--- config.mk ---
export PLATFORM = sky130hd
export DESIGN_NAME = vsl_line_sequencer
export DESIGN_NICKNAME = d
export VERILOG_FILES = /design/src/vsl_pkg.sv /design/src/vsl_line_sequencer.sv
export VERILOG_INCLUDE_DIRS = /design/src
export SDC_FILE = /design/constraint.sdc
export NUM_CORES = 1
export LEC_CHECK = 0
export BUFFER_PORTS_ARGS = -buffer_cell sky130_fd_sc_hd__buf_2
export CAP_MARGIN = 20
export CORE_ASPECT_RATIO = 1.2
export CORE_MARGIN = 2
export CORE_UTILIZATION = 50
export CTS_BUF_LIST = sky130_fd_sc_hd__clkbuf_8
export DETAILED_ROUTE_END_ITERATION = 8
export PLACE_DENSITY = 0.83
export SYNTH_ARGS = -nofsm -noshare
export SYNTH_HDL_FRONTEND = slang
export SYNTH_SLANG_ARGS = --single-unit
--- constraint.sdc ---
create_clock -name sys_clk -period 17.2 [get_ports sys_clk]
set_input_delay 3.44 -clock sys_clk [delete_from_list [all_inputs] [get_ports sys_clk]]
set_output_delay 3.44 -clock sys_clk [all_outputs]
set_load 0.02 [all_outputs]
--- src/vsl_regs.svh ---
`ifndef VSL_REGS_SVH
`define VSL_REGS_SVH
// ****************************************
// format codes
// ****************************************
`define VSL_FMT_VESA 4'h0
`define VSL_FMT_1080I 4'h1
`define VSL_FMT_525I 4'h2
// ****************************************
// fixed durations in pixel periods
// ****************************************
`define VSL_T1 12'h001
`define VSL_T2 12'h002
`define VSL_T3 12'h003
`define VSL_T4 12'h004
// ****************************************
// frame and field sizes
// ****************************************
`define VSL_HD_FRAME 11'h465
`define VSL_HD_FIELD 11'h233
`define VSL_SD_FRAME 11'h20D
`define VSL_SD_FIELD 11'h107
// ****************************************
// breakpoint tables, first entry leftmost
// ****************************************
`define VSL_HD_BP_N 11
`define VSL_SD_BP_N 15
`define VSL_HD_BPS {11'h006, 11'h007, 11'h015, 11'h231, 11'h233, 11'h234, 11'h238, \
  11'h239, 11'h248, 11'h464, 11'h466}
`define VSL_SD_BPS {11'h004, 11'h007, 11'h00A, 11'h014, 11'h107, 11'h108, 11'h10A, \
  11'h10B, 11'h10D, 11'h10E, 11'h110, 11'h111, 11'h11A, 11'h11B, 11'h20E}
// ****************************************
// states, offsets and reset values
// ****************************************
`define VSL_ST_FIRST 4'h1
`define VSL_ST_PASS4 4'h4
`define VSL_ST_PASS 4'h5
`define VSL_HD_LAST 4'h9
`define VSL_SD_LAST 4'h7
`define VSL_SD_EQ_LAST 4'hC
`define VSL_OFFSET 11'h0C8
`define VSL_LINE_RST 11'h001
`endif

--- src/vsl_pkg.sv ---
package vsl_pkg;
  typedef enum logic [1:0] {
    MODE_VESA = 2'b00,
    MODE_HD = 2'b01,
    MODE_SD = 2'b10
  } vsl_mode_e;
  typedef enum logic [4:0] {
    HD_BROAD_BROAD = 5'b00000, HD_SYNC_SYNC = 5'b00001, HD_SYNC_BROAD = 5'b00010,
    HD_BROAD_SYNC = 5'b00011, HD_FULL_SYNC = 5'b00100, HD_FULL_BROAD = 5'b00101,
    HD_ACTIVE = 5'b00110, SD_EQ_EQ = 5'b01000, SD_BROAD_BROAD = 5'b01001,
    SD_EQ_BROAD = 5'b01010, SD_BROAD_EQ = 5'b01011, SD_FULL_EQ = 5'b01100,
    SD_FULL_BROAD = 5'b01101, SD_FULL_SYNC = 5'b01110, SD_SYNC_THEN_PICTURE = 5'b01111,
    SD_PICTURE_THEN_EQ = 5'b10000, SD_ACTIVE = 5'b10001
  } vsl_ltype_e;
  typedef struct packed {
    logic [9:0] luma;
    logic [9:0] cb;
    logic [9:0] cr;
  } vsl_video_s;
  typedef struct packed {
    logic [10:0] ch0;
    logic [10:0] ch1;
    logic [10:0] ch2;
  } vsl_dac_s;
  typedef struct packed {
    logic [10:0] blank;
    logic [10:0] low;
    logic [10:0] high;
  } vsl_amp_s;
  typedef struct packed {
    logic [11:0] a;
    logic [11:0] b;
    logic [11:0] c;
    logic [11:0] d;
    logic [11:0] e;
    logic [11:0] g;
    logic [11:0] k;
    logic [11:0] k1;
    logic [11:0] total;
  } vsl_hparam_s;
  parameter vsl_ltype_e HD_LT [11] = '{HD_BROAD_BROAD, HD_SYNC_SYNC, HD_FULL_SYNC,
    HD_ACTIVE, HD_FULL_SYNC, HD_SYNC_BROAD, HD_BROAD_BROAD, HD_BROAD_SYNC,
    HD_FULL_SYNC, HD_ACTIVE, HD_FULL_SYNC};
  parameter vsl_ltype_e SD_LT [15] = '{SD_EQ_EQ, SD_BROAD_BROAD, SD_EQ_EQ,
    SD_FULL_SYNC, SD_ACTIVE, SD_PICTURE_THEN_EQ, SD_EQ_EQ, SD_EQ_BROAD,
    SD_BROAD_BROAD, SD_BROAD_EQ, SD_EQ_EQ, SD_FULL_EQ, SD_FULL_SYNC,
    SD_SYNC_THEN_PICTURE, SD_ACTIVE};
endpackage : vsl_pkg

--- src/vsl_line_sequencer.sv ---
`include "vsl_regs.svh"
module vsl_line_sequencer #(
  parameter int LINE_W = 11,
  parameter int PIX_W = 12
) (
  // clock and reset
  input wire logic sys_clk,
  input wire logic rst_b,
  // configuration
  input wire logic [3:0] format_select,
  input wire logic vbi_video_pass_enable,
  input wire logic rgb_offset_select,
  input wire logic fullscale_range_select,
  input wire vsl_pkg::vsl_hparam_s hparam,
  input wire vsl_pkg::vsl_amp_s luma_amp,
  input wire vsl_pkg::vsl_amp_s chroma_amp,
  // timing references from the counter sync
  input wire logic line_start,
  input wire logic frame_start,
  // upstream video
  input wire vsl_pkg::vsl_video_s video_in,
  // converter side
  output vsl_pkg::vsl_dac_s dac_out,
  output logic fullscale_range_out,
  // status
  output vsl_pkg::vsl_ltype_e line_type,
  output logic [3:0] sync_state,
  output logic field_second
);
  // ****************************************
  // lookup and duration functions
  // ****************************************
  localparam logic [`VSL_HD_BP_N*11-1:0] HD_BPS = `VSL_HD_BPS;
  localparam logic [`VSL_SD_BP_N*11-1:0] SD_BPS = `VSL_SD_BPS;

  // first entry whose breakpoint lies above the line
  function automatic vsl_pkg::vsl_ltype_e hd_lookup(input logic [10:0] ln);
    vsl_pkg::vsl_ltype_e t;
    t = vsl_pkg::HD_FULL_SYNC;
    for (int i = `VSL_HD_BP_N - 1; i >= 0; i--)
    begin
      if (ln < HD_BPS[(`VSL_HD_BP_N - 1 - i)*11 +: 11])
        t = vsl_pkg::HD_LT[i];
    end
    return t;
  endfunction : hd_lookup

  function automatic vsl_pkg::vsl_ltype_e sd_lookup(input logic [10:0] ln);
    vsl_pkg::vsl_ltype_e t;
    t = vsl_pkg::SD_ACTIVE;
    for (int i = `VSL_SD_BP_N - 1; i >= 0; i--)
    begin
      if (ln < SD_BPS[(`VSL_SD_BP_N - 1 - i)*11 +: 11])
        t = vsl_pkg::SD_LT[i];
    end
    return t;
  endfunction : sd_lookup

  // state duration in pixel periods, never below one
  function automatic logic [11:0] dur_of(input vsl_pkg::vsl_mode_e m,
    input vsl_pkg::vsl_ltype_e t, input logic [3:0] s, input vsl_pkg::vsl_hparam_s h);
    logic [11:0] d;
    d = `VSL_T1;
    if (m == vsl_pkg::MODE_HD)
    begin
      case (s)
        4'h1: d = `VSL_T2;
        4'h2: d = h.c - `VSL_T4;
        4'h3: d = `VSL_T4;
        4'h4: d = h.e - h.c - `VSL_T2;
        4'h5: d = h.total - h.e - h.b;
        4'h6: d = h.b - h.a - `VSL_T2;
        4'h7: d = `VSL_T4;
        4'h8: d = h.a - `VSL_T4;
        default: d = `VSL_T2;
      endcase
    end
    else if (t == vsl_pkg::SD_PICTURE_THEN_EQ)
    begin
      case (s)
        4'h2: d = h.a;
        4'h3: d = `VSL_T2;
        4'h4: d = h.d - h.a - `VSL_T3;
        4'h5: d = h.g - h.d - h.k1;
        4'h6: d = h.k - `VSL_T1;
        4'h9: d = h.c;
        4'hA: d = `VSL_T2;
        4'hB: d = h.g - h.c - `VSL_T4;
        default: d = `VSL_T1;
      endcase
    end
    else
    begin
      case (s)
        4'h2: d = h.a;
        4'h3: d = `VSL_T2;
        4'h4: d = h.d - h.a - `VSL_T3;
        4'h5: d = h.total - h.d - h.k;
        4'h6: d = h.k - `VSL_T1;
        default: d = `VSL_T1;
      endcase
    end
    if (d == 12'h000)
      d = `VSL_T1;
    return d;
  endfunction : dur_of

  // ****************************************
  // format decode
  // ****************************************
  vsl_pkg::vsl_mode_e mode_reg;
  vsl_pkg::vsl_mode_e mode_next;
  logic [10:0] frame_w;
  logic [10:0] field_w;

  // preset selection from the format code
  assign mode_next = (format_select == `VSL_FMT_1080I) ? vsl_pkg::MODE_HD :
    (format_select == `VSL_FMT_525I) ? vsl_pkg::MODE_SD : vsl_pkg::MODE_VESA;
  assign frame_w = (mode_reg == vsl_pkg::MODE_HD) ? `VSL_HD_FRAME : `VSL_SD_FRAME;
  assign field_w = (mode_reg == vsl_pkg::MODE_HD) ? `VSL_HD_FIELD : `VSL_SD_FIELD;

  // ****************************************
  // line counter and line type
  // ****************************************
  logic [LINE_W-1:0] line_reg;
  logic [LINE_W-1:0] line_next;
  vsl_pkg::vsl_ltype_e ltype_reg;
  vsl_pkg::vsl_ltype_e ltype_next;
  logic field2_reg;
  logic field2_next;

  // wrap at frame size, frame start forces line one
  assign line_next = frame_start ? `VSL_LINE_RST :
    !line_start ? line_reg :
    (line_reg >= frame_w) ? `VSL_LINE_RST : line_reg + 11'h001;
  assign ltype_next = !(line_start || frame_start) ? ltype_reg :
    (mode_reg == vsl_pkg::MODE_HD) ? hd_lookup(line_next) : sd_lookup(line_next);
  assign field2_next = line_next > field_w;

  always_ff @(posedge sys_clk or negedge rst_b)
  begin
    if (!rst_b)
    begin
      mode_reg <= vsl_pkg::MODE_VESA;
      line_reg <= `VSL_LINE_RST;
      ltype_reg <= vsl_pkg::HD_BROAD_BROAD;
      field2_reg <= 1'b0;
    end
    else
    begin
      mode_reg <= mode_next;
      line_reg <= line_next;
      ltype_reg <= ltype_next;
      field2_reg <= field2_next;
    end
  end

  // ****************************************
  // horizontal state sequencer
  // ****************************************
  logic [PIX_W-1:0] hcount_reg;
  logic [PIX_W-1:0] hcount_next;
  logic [11:0] bnd_reg;
  logic [11:0] bnd_next;
  logic [3:0] state_reg;
  logic [3:0] state_next;
  logic [3:0] last_w;
  logic adv_w;
  logic restart_w;

  // pixel counter marks every state boundary
  assign restart_w = line_start || frame_start;
  assign last_w = (mode_reg == vsl_pkg::MODE_HD) ? `VSL_HD_LAST :
    (ltype_reg == vsl_pkg::SD_PICTURE_THEN_EQ) ? `VSL_SD_EQ_LAST : `VSL_SD_LAST;
  assign hcount_next = restart_w ? 12'h000 : hcount_reg + 12'h001;
  assign adv_w = !restart_w && (hcount_next == bnd_reg) && (state_reg < last_w);
  assign state_next = restart_w ? `VSL_ST_FIRST : adv_w ? state_reg + 4'h1 : state_reg;
  assign bnd_next = restart_w ? dur_of(mode_reg, ltype_next, `VSL_ST_FIRST, hparam) :
    adv_w ? bnd_reg + dur_of(mode_reg, ltype_reg, state_next, hparam) : bnd_reg;

  always_ff @(posedge sys_clk or negedge rst_b)
  begin
    if (!rst_b)
    begin
      hcount_reg <= 12'h000;
      bnd_reg <= 12'h001;
      state_reg <= 4'h1;
    end
    else
    begin
      hcount_reg <= hcount_next;
      bnd_reg <= bnd_next;
      state_reg <= state_next;
    end
  end

  // ****************************************
  // generated level and pass decision
  // ****************************************
  logic lvl_low_w;
  logic lvl_high_w;
  logic st5_w;
  logic sd_pic_w;
  logic pass_w;

  // hd: positive half after line start, negative half before the next
  // sd: negative sync from line start, eq pulse in second half of SD_PICTURE_THEN_EQ lines
  assign lvl_high_w = (mode_reg == vsl_pkg::MODE_HD) && (state_reg == `VSL_ST_FIRST);
  assign lvl_low_w = (mode_reg == vsl_pkg::MODE_HD) ? (state_reg == `VSL_HD_LAST) :
    (state_reg <= 4'h2) ||
    ((ltype_reg == vsl_pkg::SD_PICTURE_THEN_EQ) && (state_reg == 4'h8 || state_reg == 4'h9));
  assign st5_w = state_reg == `VSL_ST_PASS;
  assign sd_pic_w = (ltype_reg == vsl_pkg::SD_SYNC_THEN_PICTURE) ||
    (ltype_reg == vsl_pkg::SD_PICTURE_THEN_EQ) || (ltype_reg == vsl_pkg::SD_ACTIVE);
  assign pass_w = (mode_reg == vsl_pkg::MODE_VESA) ||
    ((mode_reg == vsl_pkg::MODE_HD) && st5_w && ((ltype_reg == vsl_pkg::HD_ACTIVE) ||
    ((ltype_reg == vsl_pkg::HD_FULL_SYNC) && vbi_video_pass_enable))) ||
    ((mode_reg == vsl_pkg::MODE_SD) && ((sd_pic_w && st5_w) ||
    ((ltype_reg == vsl_pkg::SD_FULL_SYNC) && vbi_video_pass_enable &&
    (st5_w || state_reg == `VSL_ST_PASS4))));

  // ****************************************
  // output multiplexer and offset
  // ****************************************
  logic [10:0] gen_luma_w;
  logic [10:0] gen_chroma_w;
  logic [10:0] ch0_w;
  logic [10:0] ch1_w;
  logic [10:0] ch2_w;
  logic [10:0] coff_w;
  vsl_pkg::vsl_dac_s dac_next;
  vsl_pkg::vsl_dac_s dac_reg;
  logic fs_reg;

  // programmed amplitudes stand in for video
  assign gen_luma_w = lvl_low_w ? luma_amp.low : lvl_high_w ? luma_amp.high :
    luma_amp.blank;
  assign gen_chroma_w = lvl_low_w ? chroma_amp.low : lvl_high_w ? chroma_amp.high :
    chroma_amp.blank;
  assign ch0_w = pass_w ? {1'b0, video_in.luma} : gen_luma_w;
  assign ch1_w = pass_w ? {1'b0, video_in.cb} : gen_chroma_w;
  assign ch2_w = pass_w ? {1'b0, video_in.cr} : gen_chroma_w;
  assign coff_w = rgb_offset_select ? `VSL_OFFSET : 11'h000;
  assign dac_next.ch0 = ch0_w + `VSL_OFFSET;
  assign dac_next.ch1 = ch1_w + coff_w;
  assign dac_next.ch2 = ch2_w + coff_w;

  always_ff @(posedge sys_clk or negedge rst_b)
  begin
    if (!rst_b)
    begin
      dac_reg <= '0;
      fs_reg <= 1'b0;
    end
    else
    begin
      dac_reg <= dac_next;
      fs_reg <= fullscale_range_select;
    end
  end

  // outputs straight from flops
  assign dac_out = dac_reg;
  assign fullscale_range_out = fs_reg;
  assign line_type = ltype_reg;
  assign sync_state = state_reg;
  assign field_second = field2_reg;
endmodule : vsl_line_sequencer

Word level (Yosys, flattened, before mapping). Index checks and enable logic that the tools add are counted.

Multipliers: 0. Muxes and demuxes: 56. Shifts and indexed selects: 0. Add/subtract/negate cells: 24. Equal/unequal tests: 26. Divide/modulo/power cells: 0. Bitwise operators: 0. Reductions and logical operators: 28. Order comparisons: 27.

Operator list (number): $mux W11 (11); $sub A12 B12 Y12 (10); $lt A11 B9 Y1 const B (10); $mux W5 (21); $mux W12 (7); $pmux W12 S7 (1); $pmux W12 S6 (1); $lt A11 B10 Y1 const B (6); $pmux W12 S5 (1); $sub A12 B2 Y12 const B (3); $sub A12 B3 Y12 const B (3); $lt A11 B3 Y1 const B (3); $eq A4 B3 Y1 const B (6); $eq A4 B4 Y1 const B (6); $logic_not A12 Y1 (2); $add A11 B8 Y11 (2); $lt A11 B5 Y1 const B (2); $mux W4 (4); $add A12 B1 Y12 const B (1); $add A12 B12 Y12 (1); $eq A12 B12 Y1 (1); $eq A4 B2 Y1 const B (3); $sub A12 B1 Y12 const B (1); $add A11 B1 Y11 const B (1); other kinds (25) (54).

Register bits after elaboration: 81. Bits in writable memories: 0. Word-level logic and storage cells: 172. Latch bits: 0. Memories: 0. Bits in read-only memories: 0.

Longest topological paths before layout.
Depth after elaboration: 22. Gate-level depth with buffers: 40. Gate-level depth less buffers: 38.

Least setup slack after synthesis. Ideal clock, no wire load.

Kind: input-to-reg. Start: input port line_start. End: register bnd_reg[10]. Required time: 17.122 ns. Data arrival time: 10.087 ns. Stages on the path: 35. Slack: 7.035 ns. Path through: buf_6 > or2_1 > or4_4 > and3_1 > a211oi_2 > and3_1 > a21oi_1 > nor2_1 > clkbuf_1 > mux2i_1 > ha_1 > nand2b_1 > nor2_1 > xor2_1 > a222oi_1 > a21o_1 > o221ai_1 > or4_1 > or4_1 > o32ai_1 > ha_1 > inv_1 > fa_1 > nor2b_1 > o21ai_0 > a21oi_1 > o21ai_0 > nand2b_1 > a21oi_1 > o21bai_1 > a21o_1 > a21oi_1 > xnor2_1 > nand2_1 > a21oi_1.

Longest elaborated chain between the ends: 17. Elaborated cells between the ends (all ways): 31. Classes of those cells: add/sub: 1; eq/ne: 11; mux: 11; reduce/logical: 8.

RTL lines: start, declared (RTL line vsl_line_sequencer.sv:18) `input wire logic line_start,`; $logic_or A1 B1 Y1 (*) (RTL line vsl_line_sequencer.sv:172) `assign restart_w = line_start || frame_start;`; $mux W12 (RTL line vsl_line_sequencer.sv:175) `assign hcount_next = restart_w ? 12'h000 : hcount_reg + 12'h001;`; $eq A12 B12 Y1 (RTL line vsl_line_sequencer.sv:176) `assign adv_w = !restart_w && (hcount_next == bnd_reg) && (state_reg < last_w);`; $logic_and A1 B1 Y1 (2 in series) (RTL line vsl_line_sequencer.sv:176); $mux W4 (2 in series) (RTL line vsl_line_sequencer.sv:177) `` assign state_next = restart_w ? `VSL_ST_FIRST : adv_w ? state_reg + 4'h1 : state_reg; ``; $eq A4 B2 Y1 or $eq A4 B4 Y1 (tied branches) (RTL line vsl_line_sequencer.sv:66, vsl_line_sequencer.sv:80, vsl_line_sequencer.sv:94); $reduce_or A2 Y1 (no line); $pmux W12 S7 (RTL line vsl_line_sequencer.sv:80) `case (s)`; $mux W12 (RTL line vsl_line_sequencer.sv:78) `else if (t == vsl_pkg::SD_PICTURE_THEN_EQ)`; $mux W12 (RTL line vsl_line_sequencer.sv:64) `if (m == vsl_pkg::MODE_HD)`; $logic_not A12 Y1 (RTL line vsl_line_sequencer.sv:103) `if (d == 12'h000)`; $mux W12 (RTL line vsl_line_sequencer.sv:103); $add A12 B12 Y12 (RTL line vsl_line_sequencer.sv:179) `adv_w ? bnd_reg + dur_of(mode_reg, ltype_reg, state_next, hparam) : bnd_reg;`; $mux W12 (RTL line vsl_line_sequencer.sv:179); $mux W12 (RTL line vsl_line_sequencer.sv:178) `` assign bnd_next = restart_w ? dur_of(mode_reg, ltype_next, `VSL_ST_FIRST, hparam) : ``; end signal, assigned (RTL line vsl_line_sequencer.sv:192) `bnd_reg <= bnd_next;`; end, declared (RTL line vsl_line_sequencer.sv:163) `logic [11:0] bnd_reg;`.

Mark *: on every way between the ends. The rest lies on a longest branch, timed or not. The select of a mux whose other input is x is not followed. A chain may end at the register's enable or synchronous reset.

Final worst setup path. Ends and elaborated chain as after synthesis.

==> flow_summary.toml <==
[outcome]
run_status = "completed"

[sta]
finalSetupTns_ns = 0
period_needed_ns = 11.55
finalSetupViolCount = 0
finalCritPeriodShare = 0.6715
finClkSkew_ns = 0.01576
slew_headroom = 0.2821
rsz0062_at_grt = "false"
max_freq_mhz = 86.59
finalHoldViolCount = 0
slew_viol_final = 0
worstMarginPinSlew_ns = 1.073

[final_layout]
diodes = 0
final_cell_mix = "buf_2 (257), inv_1 (203), ha_1 (165), nand2_1 (136), a21oi_1 (117)"
largest_reg_flops = 33
final_net_count = 2244
fill_cells = 2234
mostFrequentLayoutCell = "buf_2"
syn_to_final_growth_pct = 14.14
drive_gt1_frac = 0.1846

[synth]
async_flop_share = 1.000
netlist_area_um2 = 12570
synth-main-ff-cell = "dfrtp_1"
ys_seq_area_frac = 0.1615
synth_cell_type_count = 91
synth_cells = 1596
syn-num-nets = 2014
synth_edf_count = 0
yosysWarnings = 0
avgSynthCellArea_um2 = 7.876
synth-seq-cells = 81

[floorplan]
core_region_area_um2 = 24750
die_width_um = 148.7
rows = 63
ios = 259
dieArea_um2 = 26430
start_util = 0.5079
die_h_um = 177.7

[place]
dp_hpwl_um = 33130
gp_congestion = 1.022
io_buffers = 258

[routing]
drc = 0
post_drt_wl_per_cell_um = 18.74
totalWireLength_um = 40410
antenna_left = 0
dr.pass1.iters = 6
viasPerCell = 5.966
vias = 12862
drtIter0Drc = 1053

[critical_path]
cpMaxStageDelayCell = "nor2_1"
cpMostUsedCell = "a21oi_1"
cp-start-kind = "input port"
worstPathMaxFanout = 30
endpoint_kind = "flop"
critPathMaxStageDelay_ns = 0.86
worstPathRequired_ns = 17.49
arrival_ns = 11.84
worstSetupPathType = "input port to flop"

[hold_path]
min_path_type = "flop to flop"

[cts]
hold_buffers = 0
cts_max_level = 3
clk_pin_slew_ns = 0.09
cts_setup_buffers = 0
clockBufferDepth = 2
cts-root-buf = "clkbuf_8"
cts_made_buffers = 9
cts_tree = "done"
clock_latency_ns = 0.37
cts.sinks = 81
cts_resized = 0

[pwr]
leakage_nw = 7.265
p_switching_mw = 0.3507
p_comb_frac = 0.554
internal_power_mw = 0.4400
finalPower_mw = 0.7907
irDropWorstVdd_mv = 0.03673
p_clk_frac = 0.175
p_per_area_nw_per_um2 = 55.11
p_sw_frac = 0.4436
power_frac_seq = 0.271

[global_routing]
grt_pass1_vias = 12556
antenna_found_initial = 0
grt_use_total = 0.3017
grt-ovfl-total = 0
grt_max_degree = 82
grt_pass1_wl_um = 63930

[run]
cap_violations = 0
## synth_stat cells, types with 7 or more instances
master	instances	area (µm²)
or2_2	10	62.56
nand3_1	54	270.3
and3_1	10	62.56
o21a_1	8	60.06
a211oi_1	13	97.59
nor2b_1	11	68.82
nor2_1	76	285.3
mux2i_1	32	320.3
o22ai_1	15	93.84
nand4_1	16	100.1
xor2_1	48	420.4
inv_1	203	762.0
mux2_2	14	157.7
nor3_1	30	150.1
o21bai_1	16	120.1
a222oi_1	8	80.08
a21o_1	32	240.2
clkbuf_1	37	138.9
dfrtp_1	78	1952
ha_1	165	2064
or3_1	17	106.4
fa_1	38	760.7
or4_1	11	82.58
a21oi_1	117	585.6
nor4_1	17	106.4
xnor2_1	98	858.3
buf_1	7	26.28
a22o_1	8	70.07
and2_1	10	62.56
nand2_1	136	510.5
a22oi_1	7	52.55
nand2b_1	15	93.84
o21ai_0	102	510.5
## worst paths after layout
path	startpoint	endpoint	slack, ns	depth (start not counted)
max	line_start	bnd_reg[10]	5.65	35
min	hcount_reg[0]	hcount_reg[0]	0.58	1
max reg2reg	line_type[1]	bnd_reg[10]	7.25	38
min reg2reg	hcount_reg[0]	hcount_reg[0]	0.58	1
max in group asynchronous	rst_b	dac_out[6]	13.58	2
min in group asynchronous	rst_b	dac_out[25]	3.02	1
## per-stage QoR
step | area [µm²] | cells | hold WS, ns | setup WS (ns) | util
2_1_floorplan | 12570 | 1596 | 0.5091 | 7.035 | -
5_1_grt | 14350 | 2156 | 0.6032 | 5.000 | 0.5797
4_1_cts | 14320 | 2155 | 0.5676 | 5.775 | 0.5786
3_5_place_dp | 14130 | 2139 | 0.5280 | 5.417 | 0.5710
3_3_place_gp | 14130 | 2139 | 0.5232 | 5.615 | 0.5710
6_report | 14350 | 2156 | 0.5753 | 5.651 | 0.5797
## layer usage
| metal | vias up | wire (µm) | global-route usage |
|---|---|---|---|
| met2 | 593 | 19900 | 0.5299 |
| met4 | 0 | 2107 | 0.1433 |
| met3 | 132 | 2634 | 0.03650 |
| li1 | 6109 | - | - |
| met5 | - | 0 | 0 |
| met1 | 6028 | 15770 | 0.3666 |
## layout make-up
cell class | count | area [µm²] | area share
clock inverter | 6 | 51.30 | 0.003575
sequential | 81 | 2031 | 0.1415
multi-input combinational | 1257 | 9534 | 0.6645
tap | 325 | 406.6 | 0.02834
clock buffer | 10 | 137.6 | 0.009592
inverter | 205 | 769.5 | 0.05363
timing repair buffer | 272 | 1419 | 0.09888
## power groups by stage
| stage | sequential [mW] | clock, mW | combinational, mW |
|---|---|---|---|
| finish | 0.215 | 0.138 | 0.438 |
| global route | 0.216 | 0.148 | 0.484 |
| CTS | 0.214 | 0.141 | 0.433 |
| detailed placement | 0.218 | 0 | 0.429 |
| global placement | 0.217 | 0 | 0.420 |
| floorplan | 0.230 | 0 | 0.279 |
## cell families after synthesis
kind of cell,count (synthesis),synth area share
buffers and inverters,258,0.08042
XOR/XNOR,146,0.1017
AND/OR/NAND/NOR,445,0.1779
AO/OA/AOI/OAI,417,0.2157
multiplexers,46,0.03802
adder cells (fa/ha/maj),203,0.2247
flip-flops,81,0.1615
## worst max-delay path: cells and delay by family
| family | cells | cell delay [ns] |
|---|---|---|
| simple gates | 12 | 3.98 |
| compound gates | 14 | 2.42 |
| fa+ha+maj | 3 | 0.92 |
| buf+inv | 3 | 0.50 |
| mux | 1 | 0.33 |
| xor+xnor | 2 | 0.21 |
Power figures use the tool's default switching activity.
